==> src/design/fps_pkg.sv <==
// Function
// - soft-start ramps current limit over 8ms
// - sense short auto-restart; overvolt, thermal latch
// - overload fault mode chosen at build time
// - auto fault: gate off, clear at 11V
// - auto: charger on at 7V, run at 17V
// - latched: charge at 7V, stop at 17V
// - latched fault clears only below 4V
// - supply above 24.5V raises overvolt fault
// - thermistor below 1.035V over 14.5ms latches
// - thermistor below 0.7V over 185us latches
// - feedback above 4.6V over 57.5ms faults
// - sample sense 4.55us after gate on
// - eleven low samples in a row fault
// - short threshold tracks line, 50 to 100mV
// - no fault: stop only below 6.5V
// - fault: stop below 11V, low current to 7V
// - current limit falls as line peak rises
//==============================================================
// fault protection supervisor constants
package fps_pkg;
	// clock period
	localparam int CLK_NS            = 50;
	// printed times and derived cycle counts
	localparam int SOFTSTART_NS      = 8_000_000;
	localparam int SOFTSTART_CYC     = (SOFTSTART_NS + CLK_NS - 1) / CLK_NS;
	localparam int THERMAL_DELAY_NS  = 14_500_000;
	localparam int THERMAL_DELAY_CYC =
		(THERMAL_DELAY_NS + CLK_NS - 1) / CLK_NS;
	localparam int EXT_TRIP_DELAY_NS = 185_000;
	localparam int EXT_TRIP_DELAY_CYC =
		(EXT_TRIP_DELAY_NS + CLK_NS - 1) / CLK_NS;
	localparam int OVERLOAD_DELAY_NS = 57_500_000;
	localparam int OVERLOAD_DELAY_CYC =
		(OVERLOAD_DELAY_NS + CLK_NS - 1) / CLK_NS;
	localparam int SHORT_SAMPLE_NS   = 4_550;
	localparam int SHORT_SAMPLE_CYC  =
		(SHORT_SAMPLE_NS + CLK_NS - 1) / CLK_NS;
	// consecutive low samples before a sense short fault
	localparam int SHORT_COUNT       = 11;
	// short threshold in mV at low and high line
	localparam logic [7:0] SHORT_THR_LOW_MV  = 8'h32;
	localparam logic [7:0] SHORT_THR_HIGH_MV = 8'h64;
	// current limit code at zero line, halved line slope
	localparam logic [7:0] LIMIT_BASE        = 8'hFF;
	// register offsets
	localparam logic [3:0] OFS_STATUS = 4'h0;
	localparam logic [3:0] OFS_MASK   = 4'h4;
	localparam logic [3:0] OFS_STATE  = 4'h8;
	// fault bit positions
	localparam int BIT_OVERLOAD = 0;
	localparam int BIT_OVERVOLT = 1;
	localparam int BIT_THERMAL  = 2;
	localparam int BIT_EXTTRIP  = 3;
	localparam int BIT_SHORT    = 4;
	localparam int NUM_FAULTS   = 5;
	// reset values
	localparam logic [4:0] MASK_RESET = 5'h00;
	// supervisor states
	typedef enum logic [2:0] {
		ST_CHARGE,   // start-up charger on, waiting for 17V
		ST_RUN,      // switching
		ST_FAULT_HI, // fault, gate off, waiting for 11V
		ST_FAULT_LO  // reduced current, waiting for 7V
	} fps_state_t;
endpackage : fps_pkg

==> src/design/fps_supervisor.sv <==
// The address map and the address-and-strobe port were left to the implementer.
`timescale 1ns/1ps
`default_nettype none
//==============================================================
// fault protection and restart supervisor
module fps_supervisor #(
	parameter bit OVERLOAD_LATCHES = 1'b0,
	parameter int SOFTSTART_CYC    = fps_pkg::SOFTSTART_CYC,
	parameter int THERMAL_CYC      = fps_pkg::THERMAL_DELAY_CYC,
	parameter int OVERLOAD_CYC     = fps_pkg::OVERLOAD_DELAY_CYC
) (
	// clock and reset
	input  wire logic       i_core_clk,
	input  wire logic       i_sys_rst,
	// supply rail comparators
	input  wire logic       i_vdd_above_ovp,
	input  wire logic       i_vdd_above_on,
	input  wire logic       i_vdd_below_off,
	input  wire logic       i_vdd_below_restart,
	input  wire logic       i_vdd_below_lockout,
	input  wire logic       i_vdd_below_clear,
	// pin comparators
	input  wire logic       i_thermal_low,
	input  wire logic       i_ext_trip_low,
	input  wire logic       i_overload_feedback,
	input  wire logic       i_sense_below_short,
	// modulator and line sense
	input  wire logic       i_pwm_gate,
	input  wire logic [7:0] i_line_peak,
	// register port
	input  wire logic [3:0] i_addr,
	input  wire logic [7:0] i_wr_data,
	input  wire logic       i_wr,
	input  wire logic       i_rd,
	output logic      [7:0] o_rd_data,
	// power stage controls
	output logic            o_gate,
	output logic            o_hv_start_en,
	output logic            o_reduced_supply_current,
	output logic      [7:0] o_current_limit_level,
	output logic      [7:0] o_short_detect_threshold,
	output logic            o_fault_active,
	output logic            o_irq
);
	localparam int NSYNC = 11;
	localparam int STEP_CYC = (SOFTSTART_CYC / 256 < 1) ? 1
		: SOFTSTART_CYC / 256;
	// one ramp step per STEP_CYC cycles gives 255 steps over the
	// whole soft-start time; a very short ramp still moves one code
	// per cycle so the limit never stalls at zero
	// NSYNC is the number of comparator and modulator gate lines brought into the clock

	//==========================================================
	// comparator synchronisers
	logic [NSYNC-1:0] async_in;    // raw comparator levels
	logic [NSYNC-1:0] sync_a_reg;  // first stage, second stage only
	logic [NSYNC-1:0] sync_b_reg;  // usable levels
	assign async_in = {i_vdd_above_ovp, i_vdd_above_on, i_vdd_below_off,
		i_vdd_below_restart, i_vdd_below_lockout, i_vdd_below_clear,
		i_thermal_low, i_ext_trip_low, i_overload_feedback,
		i_sense_below_short, i_pwm_gate};
	// comparator edges are unrelated to the clock, so each level
	// passes two flops; only the second flop is ever read, which
	// keeps a metastable first stage away from the control logic
	genvar gi;
	generate
		for (gi = 0; gi < NSYNC; gi++) begin : g_sync
			// two flops per comparator
			always_ff @(posedge i_core_clk or posedge i_sys_rst) begin
				if (i_sys_rst) begin
					sync_a_reg[gi] <= 1'b0;
					sync_b_reg[gi] <= 1'b0;
				end else begin
					sync_a_reg[gi] <= async_in[gi];
					sync_b_reg[gi] <= sync_a_reg[gi];
				end
			end
		end
	endgenerate
	logic supply_overvolt_fault, v_on, v_off, v_rst, v_lock, v_clr;
	logic th_low, ext_low, fb_hi, cs_low, pwm;
	assign {supply_overvolt_fault, v_on, v_off, v_rst, v_lock, v_clr,
		th_low, ext_low, fb_hi, cs_low, pwm} = sync_b_reg;

	//==========================================================
	// state and fault holding
	fps_pkg::fps_state_t state_reg;
	logic auto_fault_reg;   // cleared at 11V
	logic latch_fault_reg;  // cleared at 4V
	logic [4:0] evt;        // one-cycle fault events
	logic auto_evt, latch_evt;
	logic ovl_latch;
	assign ovl_latch = OVERLOAD_LATCHES;
	assign auto_evt  = evt[fps_pkg::BIT_SHORT] |
		(evt[fps_pkg::BIT_OVERLOAD] & ~ovl_latch);
	assign latch_evt = evt[fps_pkg::BIT_OVERVOLT] |
		evt[fps_pkg::BIT_THERMAL] | evt[fps_pkg::BIT_EXTTRIP] |
		(evt[fps_pkg::BIT_OVERLOAD] & ovl_latch);
	logic fault_any;
	assign fault_any = auto_fault_reg | latch_fault_reg;

	// a fault event in the same cycle as the clearing level wins,
	// so a cause that is still present is never silently dropped
	// while the rail passes the clearing threshold
	// auto-restart fault, set wins over clear
	always_ff @(posedge i_core_clk or posedge i_sys_rst) begin
		if (i_sys_rst) begin
			auto_fault_reg <= 1'b0;
		end else if (auto_evt) begin
			auto_fault_reg <= 1'b1;
		end else if (state_reg == fps_pkg::ST_FAULT_HI && v_off) begin
			auto_fault_reg <= 1'b0;
		end
	end

	// latched fault, only the 4V level clears it
	always_ff @(posedge i_core_clk or posedge i_sys_rst) begin
		if (i_sys_rst) begin
			latch_fault_reg <= 1'b0;
		end else if (latch_evt) begin
			latch_fault_reg <= 1'b1;
		end else if (v_clr) begin
			latch_fault_reg <= 1'b0;
		end
	end

	// the sequencer follows the rail: charge up to the turn-on level,
	// run until a fault or lockout, then with a fault hold the gate
	// off, drop to reduced current below the raised off level and
	// charge again from the restart level
	// restart sequencer
	always_ff @(posedge i_core_clk or posedge i_sys_rst) begin
		if (i_sys_rst) begin
			state_reg <= fps_pkg::ST_CHARGE;
		end else begin
			case (state_reg)
				fps_pkg::ST_CHARGE: begin
					// at 17V run, or stop charging if latched
					if (v_on && !latch_fault_reg && !auto_fault_reg) begin
						state_reg <= fps_pkg::ST_RUN;
					end else if (v_on) begin
						state_reg <= fps_pkg::ST_FAULT_HI;
					end
				end
				fps_pkg::ST_RUN: begin
					if (fault_any || auto_evt || latch_evt) begin
						state_reg <= fps_pkg::ST_FAULT_HI;
					end else if (v_lock) begin
						state_reg <= fps_pkg::ST_CHARGE;
					end
				end
				fps_pkg::ST_FAULT_HI: begin
					// raised turn-off level while faulted
					if (v_off) begin
						state_reg <= fps_pkg::ST_FAULT_LO;
					end
				end
				fps_pkg::ST_FAULT_LO: begin
					// reduced current until restart level
					if (v_rst) begin
						state_reg <= fps_pkg::ST_CHARGE;
					end
				end
				default: begin
					state_reg <= fps_pkg::ST_CHARGE;
				end
			endcase
		end
	end

	//==========================================================
	// delay timers, each restarts when its condition drops
	logic [31:0] th_cnt_reg, ext_cnt_reg, ol_cnt_reg;
	logic        running;
	assign running = (state_reg == fps_pkg::ST_RUN);

	// the counters keep running while the level stays, but the event
	// compares for equality, so each held condition fires only once;
	// any dropout of the level starts the count again from zero
	// thermal and external trip timers
	always_ff @(posedge i_core_clk or posedge i_sys_rst) begin
		if (i_sys_rst) begin
			th_cnt_reg  <= 32'h0000_0000;
			ext_cnt_reg <= 32'h0000_0000;
		end else begin
			th_cnt_reg  <= th_low ? th_cnt_reg + 32'h0000_0001
				: 32'h0000_0000;
			ext_cnt_reg <= ext_low ? ext_cnt_reg + 32'h0000_0001
				: 32'h0000_0000;
		end
	end

	// overload timer counts only while switching
	always_ff @(posedge i_core_clk or posedge i_sys_rst) begin
		if (i_sys_rst) begin
			ol_cnt_reg <= 32'h0000_0000;
		end else begin
			ol_cnt_reg <= (fb_hi && running) ? ol_cnt_reg + 32'h0000_0001
				: 32'h0000_0000;
		end
	end

	// overvolt has no delay: it fires while the rail is high and
	// no latched fault is held yet, so a long excursion raises
	// the status bit once per latch episode
	// events fire once when the time is exceeded
	assign evt[fps_pkg::BIT_THERMAL]  =
		(th_cnt_reg == 32'(THERMAL_CYC));
	assign evt[fps_pkg::BIT_EXTTRIP]  =
		(ext_cnt_reg == 32'(fps_pkg::EXT_TRIP_DELAY_CYC));
	assign evt[fps_pkg::BIT_OVERLOAD] =
		(ol_cnt_reg == 32'(OVERLOAD_CYC));
	assign evt[fps_pkg::BIT_OVERVOLT] = supply_overvolt_fault & ~latch_fault_reg;

	//==========================================================
	// sense short detection
	logic       gate_q_reg;   // previous gate
	logic [7:0] smp_cnt_reg;  // cycles since gate on
	logic       smp_arm_reg;  // sample pending
	logic [3:0] low_cnt_reg;  // consecutive low samples
	logic       smp_now;
	assign smp_now = smp_arm_reg && o_gate &&
		(smp_cnt_reg == 8'(fps_pkg::SHORT_SAMPLE_CYC));

	// the sense line is looked at a fixed time after each gate rise;
	// a gate pulse shorter than that gives no sample at all, so a
	// narrow duty cycle neither counts nor resets the low run
	// gate-on timer for the sample point
	always_ff @(posedge i_core_clk or posedge i_sys_rst) begin
		if (i_sys_rst) begin
			gate_q_reg  <= 1'b0;
			smp_cnt_reg <= 8'h00;
			smp_arm_reg <= 1'b0;
		end else begin
			gate_q_reg <= o_gate;
			if (o_gate && !gate_q_reg) begin
				smp_cnt_reg <= 8'h01;
				smp_arm_reg <= 1'b1;
			end else if (!o_gate || smp_now) begin
				smp_arm_reg <= 1'b0;
			end else begin
				smp_cnt_reg <= smp_cnt_reg + 8'h01;
			end
		end
	end

	// run of low samples
	always_ff @(posedge i_core_clk or posedge i_sys_rst) begin
		if (i_sys_rst) begin
			low_cnt_reg <= 4'h0;
		end else if (!running) begin
			low_cnt_reg <= 4'h0;
		end else if (smp_now) begin
			low_cnt_reg <= cs_low ? low_cnt_reg + 4'h1 : 4'h0;
		end
	end
	assign evt[fps_pkg::BIT_SHORT] = smp_now && cs_low &&
		(low_cnt_reg == 4'(fps_pkg::SHORT_COUNT - 1));

	//==========================================================
	// soft-start ramp and line compensation
	logic [31:0] ss_cnt_reg;   // cycles within one ramp step
	logic [7:0]  ramp_reg;     // ramped limit
	logic [7:0]  line_lim;     // line compensated limit
	logic [7:0]  thr_mv;       // short threshold in mV
	assign line_lim = fps_pkg::LIMIT_BASE - {1'b0, i_line_peak[7:1]};
	assign thr_mv = fps_pkg::SHORT_THR_LOW_MV + 8'(({8'h00, i_line_peak}
		* 16'(fps_pkg::SHORT_THR_HIGH_MV - fps_pkg::SHORT_THR_LOW_MV))
		>> 8);

	// the ramp starts from zero on every entry into run, so each
	// restart after a fault gets the full soft-start again; the
	// output is the lower of the ramp and the line limit
	// ramp restarts whenever switching is not running
	always_ff @(posedge i_core_clk or posedge i_sys_rst) begin
		if (i_sys_rst) begin
			ss_cnt_reg <= 32'h0000_0000;
			ramp_reg   <= 8'h00;
		end else if (!running) begin
			ss_cnt_reg <= 32'h0000_0000;
			ramp_reg   <= 8'h00;
		end else if (ramp_reg != 8'hFF) begin
			if (ss_cnt_reg == 32'(STEP_CYC - 1)) begin
				ss_cnt_reg <= 32'h0000_0000;
				ramp_reg   <= ramp_reg + 8'h01;
			end else begin
				ss_cnt_reg <= ss_cnt_reg + 32'h0000_0001;
			end
		end
	end

	// limit and threshold outputs
	always_ff @(posedge i_core_clk or posedge i_sys_rst) begin
		if (i_sys_rst) begin
			o_current_limit_level    <= 8'h00;
			o_short_detect_threshold <= fps_pkg::SHORT_THR_LOW_MV;
		end else begin
			o_current_limit_level <= (ramp_reg < line_lim) ? ramp_reg
				: line_lim;
			o_short_detect_threshold <= thr_mv;
		end
	end

	//==========================================================
	// power stage drive
	always_ff @(posedge i_core_clk or posedge i_sys_rst) begin
		if (i_sys_rst) begin
			o_gate                   <= 1'b0;
			o_hv_start_en            <= 1'b1;
			o_reduced_supply_current <= 1'b0;
			o_fault_active           <= 1'b0;
		end else begin
			o_gate <= pwm && running && !fault_any &&
				!auto_evt && !latch_evt;
			o_hv_start_en <= (state_reg == fps_pkg::ST_CHARGE) &&
				!v_on;
			o_reduced_supply_current <=
				(state_reg == fps_pkg::ST_FAULT_LO);
			o_fault_active <= fault_any;
		end
	end

	//==========================================================
	// status, mask, interrupt and read port
	logic [4:0] status_reg;
	logic [4:0] mask_reg;
	logic [4:0] w1c;
	assign w1c = (i_wr && i_addr == fps_pkg::OFS_STATUS)
		? i_wr_data[4:0] : 5'h00;

	// a write of one clears a bit, but an event arriving in the same
	// cycle keeps it set so software cannot lose a fresh fault
	// sticky status, set wins over clear
	always_ff @(posedge i_core_clk or posedge i_sys_rst) begin
		if (i_sys_rst) begin
			status_reg <= 5'h00;
		end else begin
			status_reg <= (status_reg & ~w1c) | evt;
		end
	end

	// mask register
	always_ff @(posedge i_core_clk or posedge i_sys_rst) begin
		if (i_sys_rst) begin
			mask_reg <= fps_pkg::MASK_RESET;
		end else if (i_wr && i_addr == fps_pkg::OFS_MASK) begin
			mask_reg <= i_wr_data[4:0];
		end
	end

	// interrupt level
	always_ff @(posedge i_core_clk or posedge i_sys_rst) begin
		if (i_sys_rst) begin
			o_irq <= 1'b0;
		end else begin
			o_irq <= |(status_reg & mask_reg);
		end
	end

	// reads have no side effects; the data bus returns to zero
	// between reads so a stale value is never mistaken for fresh
	// read data valid only in the cycle after the strobe
	always_ff @(posedge i_core_clk or posedge i_sys_rst) begin
		if (i_sys_rst) begin
			o_rd_data <= 8'h00;
		end else if (i_rd) begin
			case (i_addr)
				fps_pkg::OFS_STATUS: o_rd_data <= {3'b000, status_reg};
				fps_pkg::OFS_MASK:   o_rd_data <= {3'b000, mask_reg};
				fps_pkg::OFS_STATE:  o_rd_data <= {2'b00,
					latch_fault_reg, auto_fault_reg, o_gate,
					state_reg};
				default:             o_rd_data <= 8'h00;
			endcase
		end else begin
			o_rd_data <= 8'h00;
		end
	end
endmodule : fps_supervisor
`default_nettype wire

==> config.mk <==
export PLATFORM = sky130hd
export DESIGN_NAME = fps_supervisor
export DESIGN_NICKNAME = d
export VERILOG_FILES = /design/src/design/fps_pkg.sv /design/src/design/fps_supervisor.sv
export SDC_FILE = /design/constraint.sdc
export NUM_CORES = 1
export LEC_CHECK = 0
export BUFFER_PORTS_ARGS = -buffer_cell sky130_fd_sc_hd__buf_4
export CAP_MARGIN = 25
export CORE_UTILIZATION = 31
export DETAILED_ROUTE_END_ITERATION = 10
export GPL_ROUTABILITY_DRIVEN = 0
export GPL_TIMING_DRIVEN = 0
export PLACE_DENSITY_LB_ADDON = 0.08
export SYNTH_ARGS = -nofsm -noshare
export SYNTH_HDL_FRONTEND = slang
export SYNTH_SLANG_ARGS = --single-unit
==> constraint.sdc <==
create_clock -name i_core_clk -period 7.5 [get_ports i_core_clk]
set_clock_uncertainty 0.15 [all_clocks]
set_input_delay 0.75 -clock i_core_clk [delete_from_list [all_inputs] [get_ports i_core_clk]]
set_output_delay 0.75 -clock i_core_clk [all_outputs]
set_load 0.1 [all_outputs]
After elaboration in Yosys (flattened, before gate mapping)
Index checks and enable logic that the tools add are counted. Widths: inputs -> output; s select.

Add/sub/neg operators: 9. $mul: 1. Order comparisons: 1. Equality and inequality tests: 20. Muxes and demuxes: 31. Bitwise operators: 10. Reductions and logical operators: 35.

Operator list (count): $mux 32 (6); $add 32x1->32 const B (4); $mux 8 (7); $eq 32x10->1 const B (1); $eq 32x12->1 const B (1); $eq 32x19->1 const B (1); $eq 32x21->1 const B (1); $mux 3 (6); $pmux 6 s3 (1); $add 8x1->8 const B (2); $logic_and 1x1->1 (16); $mul 8x5->13 const B (1); $mux 4 (3); $pmux 3 s4 (1); $and 5x5->5 (2); $eq 4x4->1 const B (2); $eq 8x7->1 const B (1); $logic_not 1->1 (8); $lt 8x8->1 (1); $ne 8x8->1 const B (1); $sub 8x7->8 const A (1); $add 6x6->7 const A (1); $eq 3x2->1 const B (2); $mux 1 (6); 20 further kinds (31).

Register bits after elaboration: 215.

Logic depth before layout (Yosys ltp)
Depth after elaboration: 9. Gate-level depth with buffers: 16. Depth with buffers taken out: 16.

Worst setup path before layout
OpenSTA, ideal clock, no wires.

Path type: input to register. Start: in i_line_peak[3]. End: reg o_short_detect_threshold[5]. Data arrival time: 3.855 ns. Data required time: 7.275 ns. Path slack: 3.419 ns. Cell stages on the path: 14. Cell sequence: ha_1 ha_1 inv_1 fa_1 inv_1 ha_1 o21ai_2 a22oi_1 xor2_1 ha_1 o31ai_1 a221o_1 a2111oi_2 xnor2_1.

Cells in the longest elaborated chain, start to end: 2.

RTL lines: from (decl) (line fps_supervisor.sv:29) `input wire logic [7:0] i_line_peak,`; $mul 8x5->13 (line fps_supervisor.sv:268) `* 16'(fps_pkg::SHORT_THR_HIGH_MV - fps_pkg::SHORT_THR_LOW_MV))`; $add 6x6->7 (line fps_supervisor.sv:267) `assign thr_mv = fps_pkg::SHORT_THR_LOW_MV + 8'(({8'h00, i_line_peak}`; via thr_mv[5] (line fps_supervisor.sv:265) `logic [7:0] thr_mv;`; to (signal assigned) (line fps_supervisor.sv:296) `o_short_detect_threshold <= fps_pkg::SHORT_THR_LOW_MV;`; to (signal assigned) (line fps_supervisor.sv:300) `o_short_detect_threshold <= thr_mv;`; to (decl) (line fps_supervisor.sv:41) `output logic [7:0] o_short_detect_threshold,`.

The timed path passes the listed nets, and every way through them passes these cells. A chain may end at the register's enable or synchronous reset.

Final worst setup path
Ends and elaborated chain as after synthesis.

==> run_summary.xml <==
<?xml version="1.0" encoding="UTF-8"?>
<metrics>
  <group name="status">
    <metric name="status" unit="">finished clean</metric>
  </group>
  <group name="critical_path">
    <metric name="worstPathRequired" unit="ns">7.81</metric>
    <metric name="worst_path_buffer_plus_inverter_count" unit="">3</metric>
    <metric name="worstPathArrival" unit="ns">4.23</metric>
    <metric name="startpoint_type" unit="">primary input</metric>
    <metric name="r2r_slack" unit="ns">4.78</metric>
    <metric name="number_of_cells_on_the_worst_reg_to_reg_path" unit="">8</metric>
    <metric name="worst_r2r_endpoint" unit="">state_reg[1]</metric>
    <metric name="worst_reg2reg_path_startpoint" unit="">smp_cnt_reg[0]</metric>
    <metric name="slowest_delay" unit="ns">0.49</metric>
    <metric name="crit_path_frequent_cell" unit="">sky130_fd_sc_hd__ha_1</metric>
    <metric name="path_cells" unit="">buf_4 &gt; ha_1 &gt; ha_1 &gt; inv_1 &gt; fa_1 &gt; inv_1 &gt; ha_1 &gt; o21ai_2 &gt; a22oi_1 &gt; xor2_1 &gt; ha_1 &gt; o31ai_1 &gt; a221o_1 &gt; a2111oi_2 &gt; xnor2_1</metric>
    <metric name="critical_path_peak_fanout" unit="">5</metric>
    <metric name="critical_path_depth" unit="">15</metric>
    <metric name="critical-path-slowest-cell" unit="">sky130_fd_sc_hd__fa_1</metric>
    <metric name="crit_family" unit="">adder cells</metric>
    <metric name="worstSetupEndpointType" unit="">flop</metric>
    <metric name="kind_of_critical_path" unit="">primary input to flop</metric>
  </group>
  <group name="synthesis">
    <metric name="synth-seq-cells" unit="">212</metric>
    <metric name="sequential_to_total_area_share_from_yosys_stat" unit="%">48.7</metric>
    <metric name="syn_avg_cell_area" unit="µm²">10.0</metric>
    <metric name="synth_enable_flop_cells" unit="">0</metric>
    <metric name="asyncSetResetFlopFracSynth" unit="%">100</metric>
    <metric name="synth_common_cells" unit="">208 x sky130_fd_sc_hd__dfrtp_1, 109 x sky130_fd_sc_hd__nor2_1, 89 x sky130_fd_sc_hd__nand2_1, 65 x sky130_fd_sc_hd__nand3_1, 65 x sky130_fd_sc_hd__xor2_1</metric>
    <metric name="synth.largest_area_cell" unit="">sky130_fd_sc_hd__dfrtp_1</metric>
    <metric name="synthDominantCellAreaShare" unit="%">47.7</metric>
    <metric name="post_synth_num_cell_types" unit="">65</metric>
    <metric name="synth.cell_area" unit="µm²">10900</metric>
    <metric name="synth.top_cells.by_area" unit="">sky130_fd_sc_hd__dfrtp_1 48%, sky130_fd_sc_hd__ha_1 5.3%, sky130_fd_sc_hd__xor2_1 5.2%, sky130_fd_sc_hd__xnor2_1 4.8%, sky130_fd_sc_hd__nor2_1 3.8%</metric>
    <metric name="post_synth_inst_count" unit="">1089</metric>
    <metric name="dominant_register_cell_in_the_synthesized_netlist" unit="">sky130_fd_sc_hd__dfrtp_1</metric>
    <metric name="yosysWarnings" unit="">0</metric>
    <metric name="most_used_standard_cell_by_instance_count_after_synthesis" unit="">sky130_fd_sc_hd__dfrtp_1</metric>
  </group>
  <group name="grt">
    <metric name="grt_overflow_total" unit="">0</metric>
    <metric name="global_route.usage.total" unit="%">14.3</metric>
    <metric name="first_global_vias" unit="">7999</metric>
    <metric name="grt_first_pass_wirelength" unit="mm">41.9</metric>
    <metric name="grt_max_degree" unit="">115</metric>
    <metric name="initial_antenna_violation_count" unit="">1</metric>
  </group>
  <group name="cts">
    <metric name="cts.sinks" unit="">212</metric>
    <metric name="cts_htree_levels" unit="">1</metric>
    <metric name="cts-resized-gates" unit="">0</metric>
    <metric name="tritoncts" unit="">built</metric>
    <metric name="clock-root-buffer" unit="">sky130_fd_sc_hd__clkbuf_16</metric>
    <metric name="cts.repair_timing.setup_buffer_count" unit="">0</metric>
    <metric name="clock_insertion_delay_worst_skew" unit="ns">0.53</metric>
    <metric name="cts.hold.buffers_added" unit="">0</metric>
    <metric name="cts-buffers-inserted" unit="">26</metric>
    <metric name="clk_transition_reported_paths" unit="ns">0.06</metric>
    <metric name="clock_tree.buffer_depth" unit="">3</metric>
  </group>
  <group name="layout">
    <metric name="final_layout_size_suffix_gt1_share" unit="%">10.3</metric>
    <metric name="final_cell_area" unit="µm²">12700</metric>
    <metric name="num-nets-final" unit="">1259</metric>
    <metric name="instances_no_fill" unit="">1646</metric>
    <metric name="antennaDiodeCount" unit="">0</metric>
    <metric name="syn2layout_area_growth" unit="%">16.9</metric>
    <metric name="n_fill_cell" unit="">3547</metric>
  </group>
  <group name="sta">
    <metric name="timing.max_slew.rel_slack" unit="%">35.9</metric>
    <metric name="tightest_slew" unit="ns">0.949</metric>
    <metric name="layout_min_cycle_time" unit="ns">3.93</metric>
    <metric name="grt_setup_unrepaired" unit="">false</metric>
    <metric name="finalMaxSlewViolations" unit="">0</metric>
    <metric name="final-setup-viol-count" unit="">0</metric>
    <metric name="timing.final.crit_share" unit="%">52.4</metric>
    <metric name="maxClockFrequency" unit="MHz">255</metric>
    <metric name="finalHoldViolCount" unit="">0</metric>
  </group>
  <group name="floorplanning">
    <metric name="design.die.area" unit="µm²">35900</metric>
    <metric name="io-pin-count" unit="">64</metric>
    <metric name="core.rowCount" unit="">68</metric>
    <metric name="start_util" unit="%">31.6</metric>
    <metric name="die_width" unit="µm">190</metric>
    <metric name="die_y" unit="µm">190</metric>
    <metric name="core_box_area" unit="µm²">34500</metric>
  </group>
  <group name="power_and_ir_drop">
    <metric name="vdd_ir_drop_max" unit="mV">0.209</metric>
    <metric name="leakage_power_of_the_design" unit="µW">0.00554</metric>
    <metric name="p_per_area" unit="nW/µm²">246</metric>
  </group>
  <group name="placement">
    <metric name="place_inst" unit="">1603</metric>
    <metric name="number_of_input_and_output_port_buffers_inserted" unit="">56</metric>
    <metric name="dpl-instance-area" unit="µm²">11900</metric>
    <metric name="hpwl" unit="mm">17.3</metric>
  </group>
  <group name="drt">
    <metric name="drt_pass1_iterations" unit="">5</metric>
    <metric name="average_via_count_per_standard_cell" unit="">4.83</metric>
    <metric name="num_vias" unit="">7953</metric>
    <metric name="drt-total-wl" unit="mm">24.8</metric>
    <metric name="drt-wirelength-per-cell" unit="µm">15.1</metric>
    <metric name="dr.first_iter.drc_count" unit="">401</metric>
    <metric name="post-route-drc-count" unit="">0</metric>
    <metric name="antenna_left" unit="">0</metric>
  </group>
  <group name="worst_hold_path">
    <metric name="holdCritPathClass" unit="">primary input to flop</metric>
    <metric name="holdCritStartpoint" unit="">i_ext_trip_low</metric>
    <metric name="min_delay_path_depth" unit="">1</metric>
    <metric name="holdPathEnd" unit="">sync_a_reg[3]</metric>
  </group>
  <group name="flow_run">
    <metric name="drv.max_cap_violation_count" unit="">0</metric>
  </group>
</metrics>
[worst register-to-register path, stage by stage (launching register included)]
cell and delay, ns:
sky130_fd_sc_hd__dfrtp_1 0.42, sky130_fd_sc_hd__ha_1 0.28, sky130_fd_sc_hd__nand3b_1 0.13, sky130_fd_sc_hd__or4_1 0.12
sky130_fd_sc_hd__clkbuf_1 0.29, sky130_fd_sc_hd__o22ai_1 0.22, sky130_fd_sc_hd__nor4_1 0.62, sky130_fd_sc_hd__o21ai_1 0.11
sky130_fd_sc_hd__a32o_1 0.27
[cell families after synthesis]
group | count (synthesis) | synth area share [%]
and+or+nand+nor | 506 | 24.9
xor gates and xnor gates | 125 | 10.0
adders and majority gates | 48 | 5.65
muxes | 17 | 1.63
AOI/OAI and AO/OA | 104 | 6.23
other | 1 | 0.0344
buffers and inverters | 76 | 2.77
DFF | 212 | 48.7
[where the power goes]
| part | internal, µW | switching (µW) |
|---|---|---|
| clock network | 725 | 476 |
| registers | 1220 | 40.3 |
| logic | 181 | 486 |
[through the flow]
stage               setup WS [ns]  power [µW]  hold WS, ns  setup TNS (ns)  util (%)
finish                       3.57        3130        0.175               0      36.9
global route                 3.34        3280        0.145               0      36.9
CTS                          3.56        3200        0.140               0      36.9
detailed placement           3.02        1960        0.186               0      34.5
global placement            -2.29        1960        0.182         -471.46      34.4
floorplan                   0.812        1790        0.181               0         -
[layout make-up]
cell class,instances,area (µm²),share of cell area (%)
Timing Repair Buffer,57,448,3.52
Clock buffer,39,761,5.97
Inverter,39,154,1.21
Buffer,37,155,1.22
Multi-Input combinational cell,803,5300,41.6
Tap cell,455,569,4.47
Clock inverter,4,45.0,0.354
Sequential cell,212,5310,41.7
[worst max path at each step]
stage                              start                     endpoint  slack [ns]
after global routing      i_line_peak[3]  o_short_detect_threshold[5]        3.34
after floorplan                i_sys_rst               auto_fault_reg        0.81
after detailed placement  i_line_peak[3]  o_short_detect_threshold[5]        3.02
after global placement         i_sys_rst               ol_cnt_reg[11]       -2.29
final                     i_line_peak[3]  o_short_detect_threshold[5]        3.57
after CTS                 i_line_peak[3]  o_short_detect_threshold[5]        3.56
[layer usage]
layer	global-route usage, %	up-vias	share of wire [%]
met3	2.12	40	3.4
met2	22.2	100	44
met5	0	-	0.069
li1	-	3959	-
met4	3.72	2	1.9
met1	20.6	3852	50
[placed cells by master, fill, tap and decap left out, drive strengths merged, types with 5 or more instances in the layout]
| cell | synthesis | routed |
|---|---|---|
| dfrtp | 208 | 208 |
| nor2 | 109 | 109 |
| nand2 | 89 | 89 |
| clkbuf | 29 | 68 |
| xor2 | 65 | 65 |
| nand3 | 65 | 65 |
| buf | 8 | 65 |
| xnor2 | 60 | 60 |
| and2 | 51 | 51 |
| ha | 46 | 46 |
| nand4 | 41 | 41 |
| o21ai | 40 | 40 |
| inv | 38 | 38 |
| and3 | 24 | 24 |
| nor4 | 24 | 24 |
| a21oi | 22 | 22 |
| nor3 | 22 | 22 |
| nand2b | 11 | 11 |
| mux2i | 11 | 11 |
| nor2b | 11 | 11 |
| or3 | 10 | 10 |
| nor4bb | 8 | 8 |
| and4 | 7 | 7 |
| mux2 | 6 | 6 |
| or4b | 6 | 6 |
| a32o | 6 | 6 |
| a21boi | 6 | 6 |
| o31ai | 5 | 5 |
| or4 | 5 | 5 |
| nor4b | 5 | 5 |
| or2 | 5 | 5 |
No activity file was read; power rests on OpenSTA's default activity.
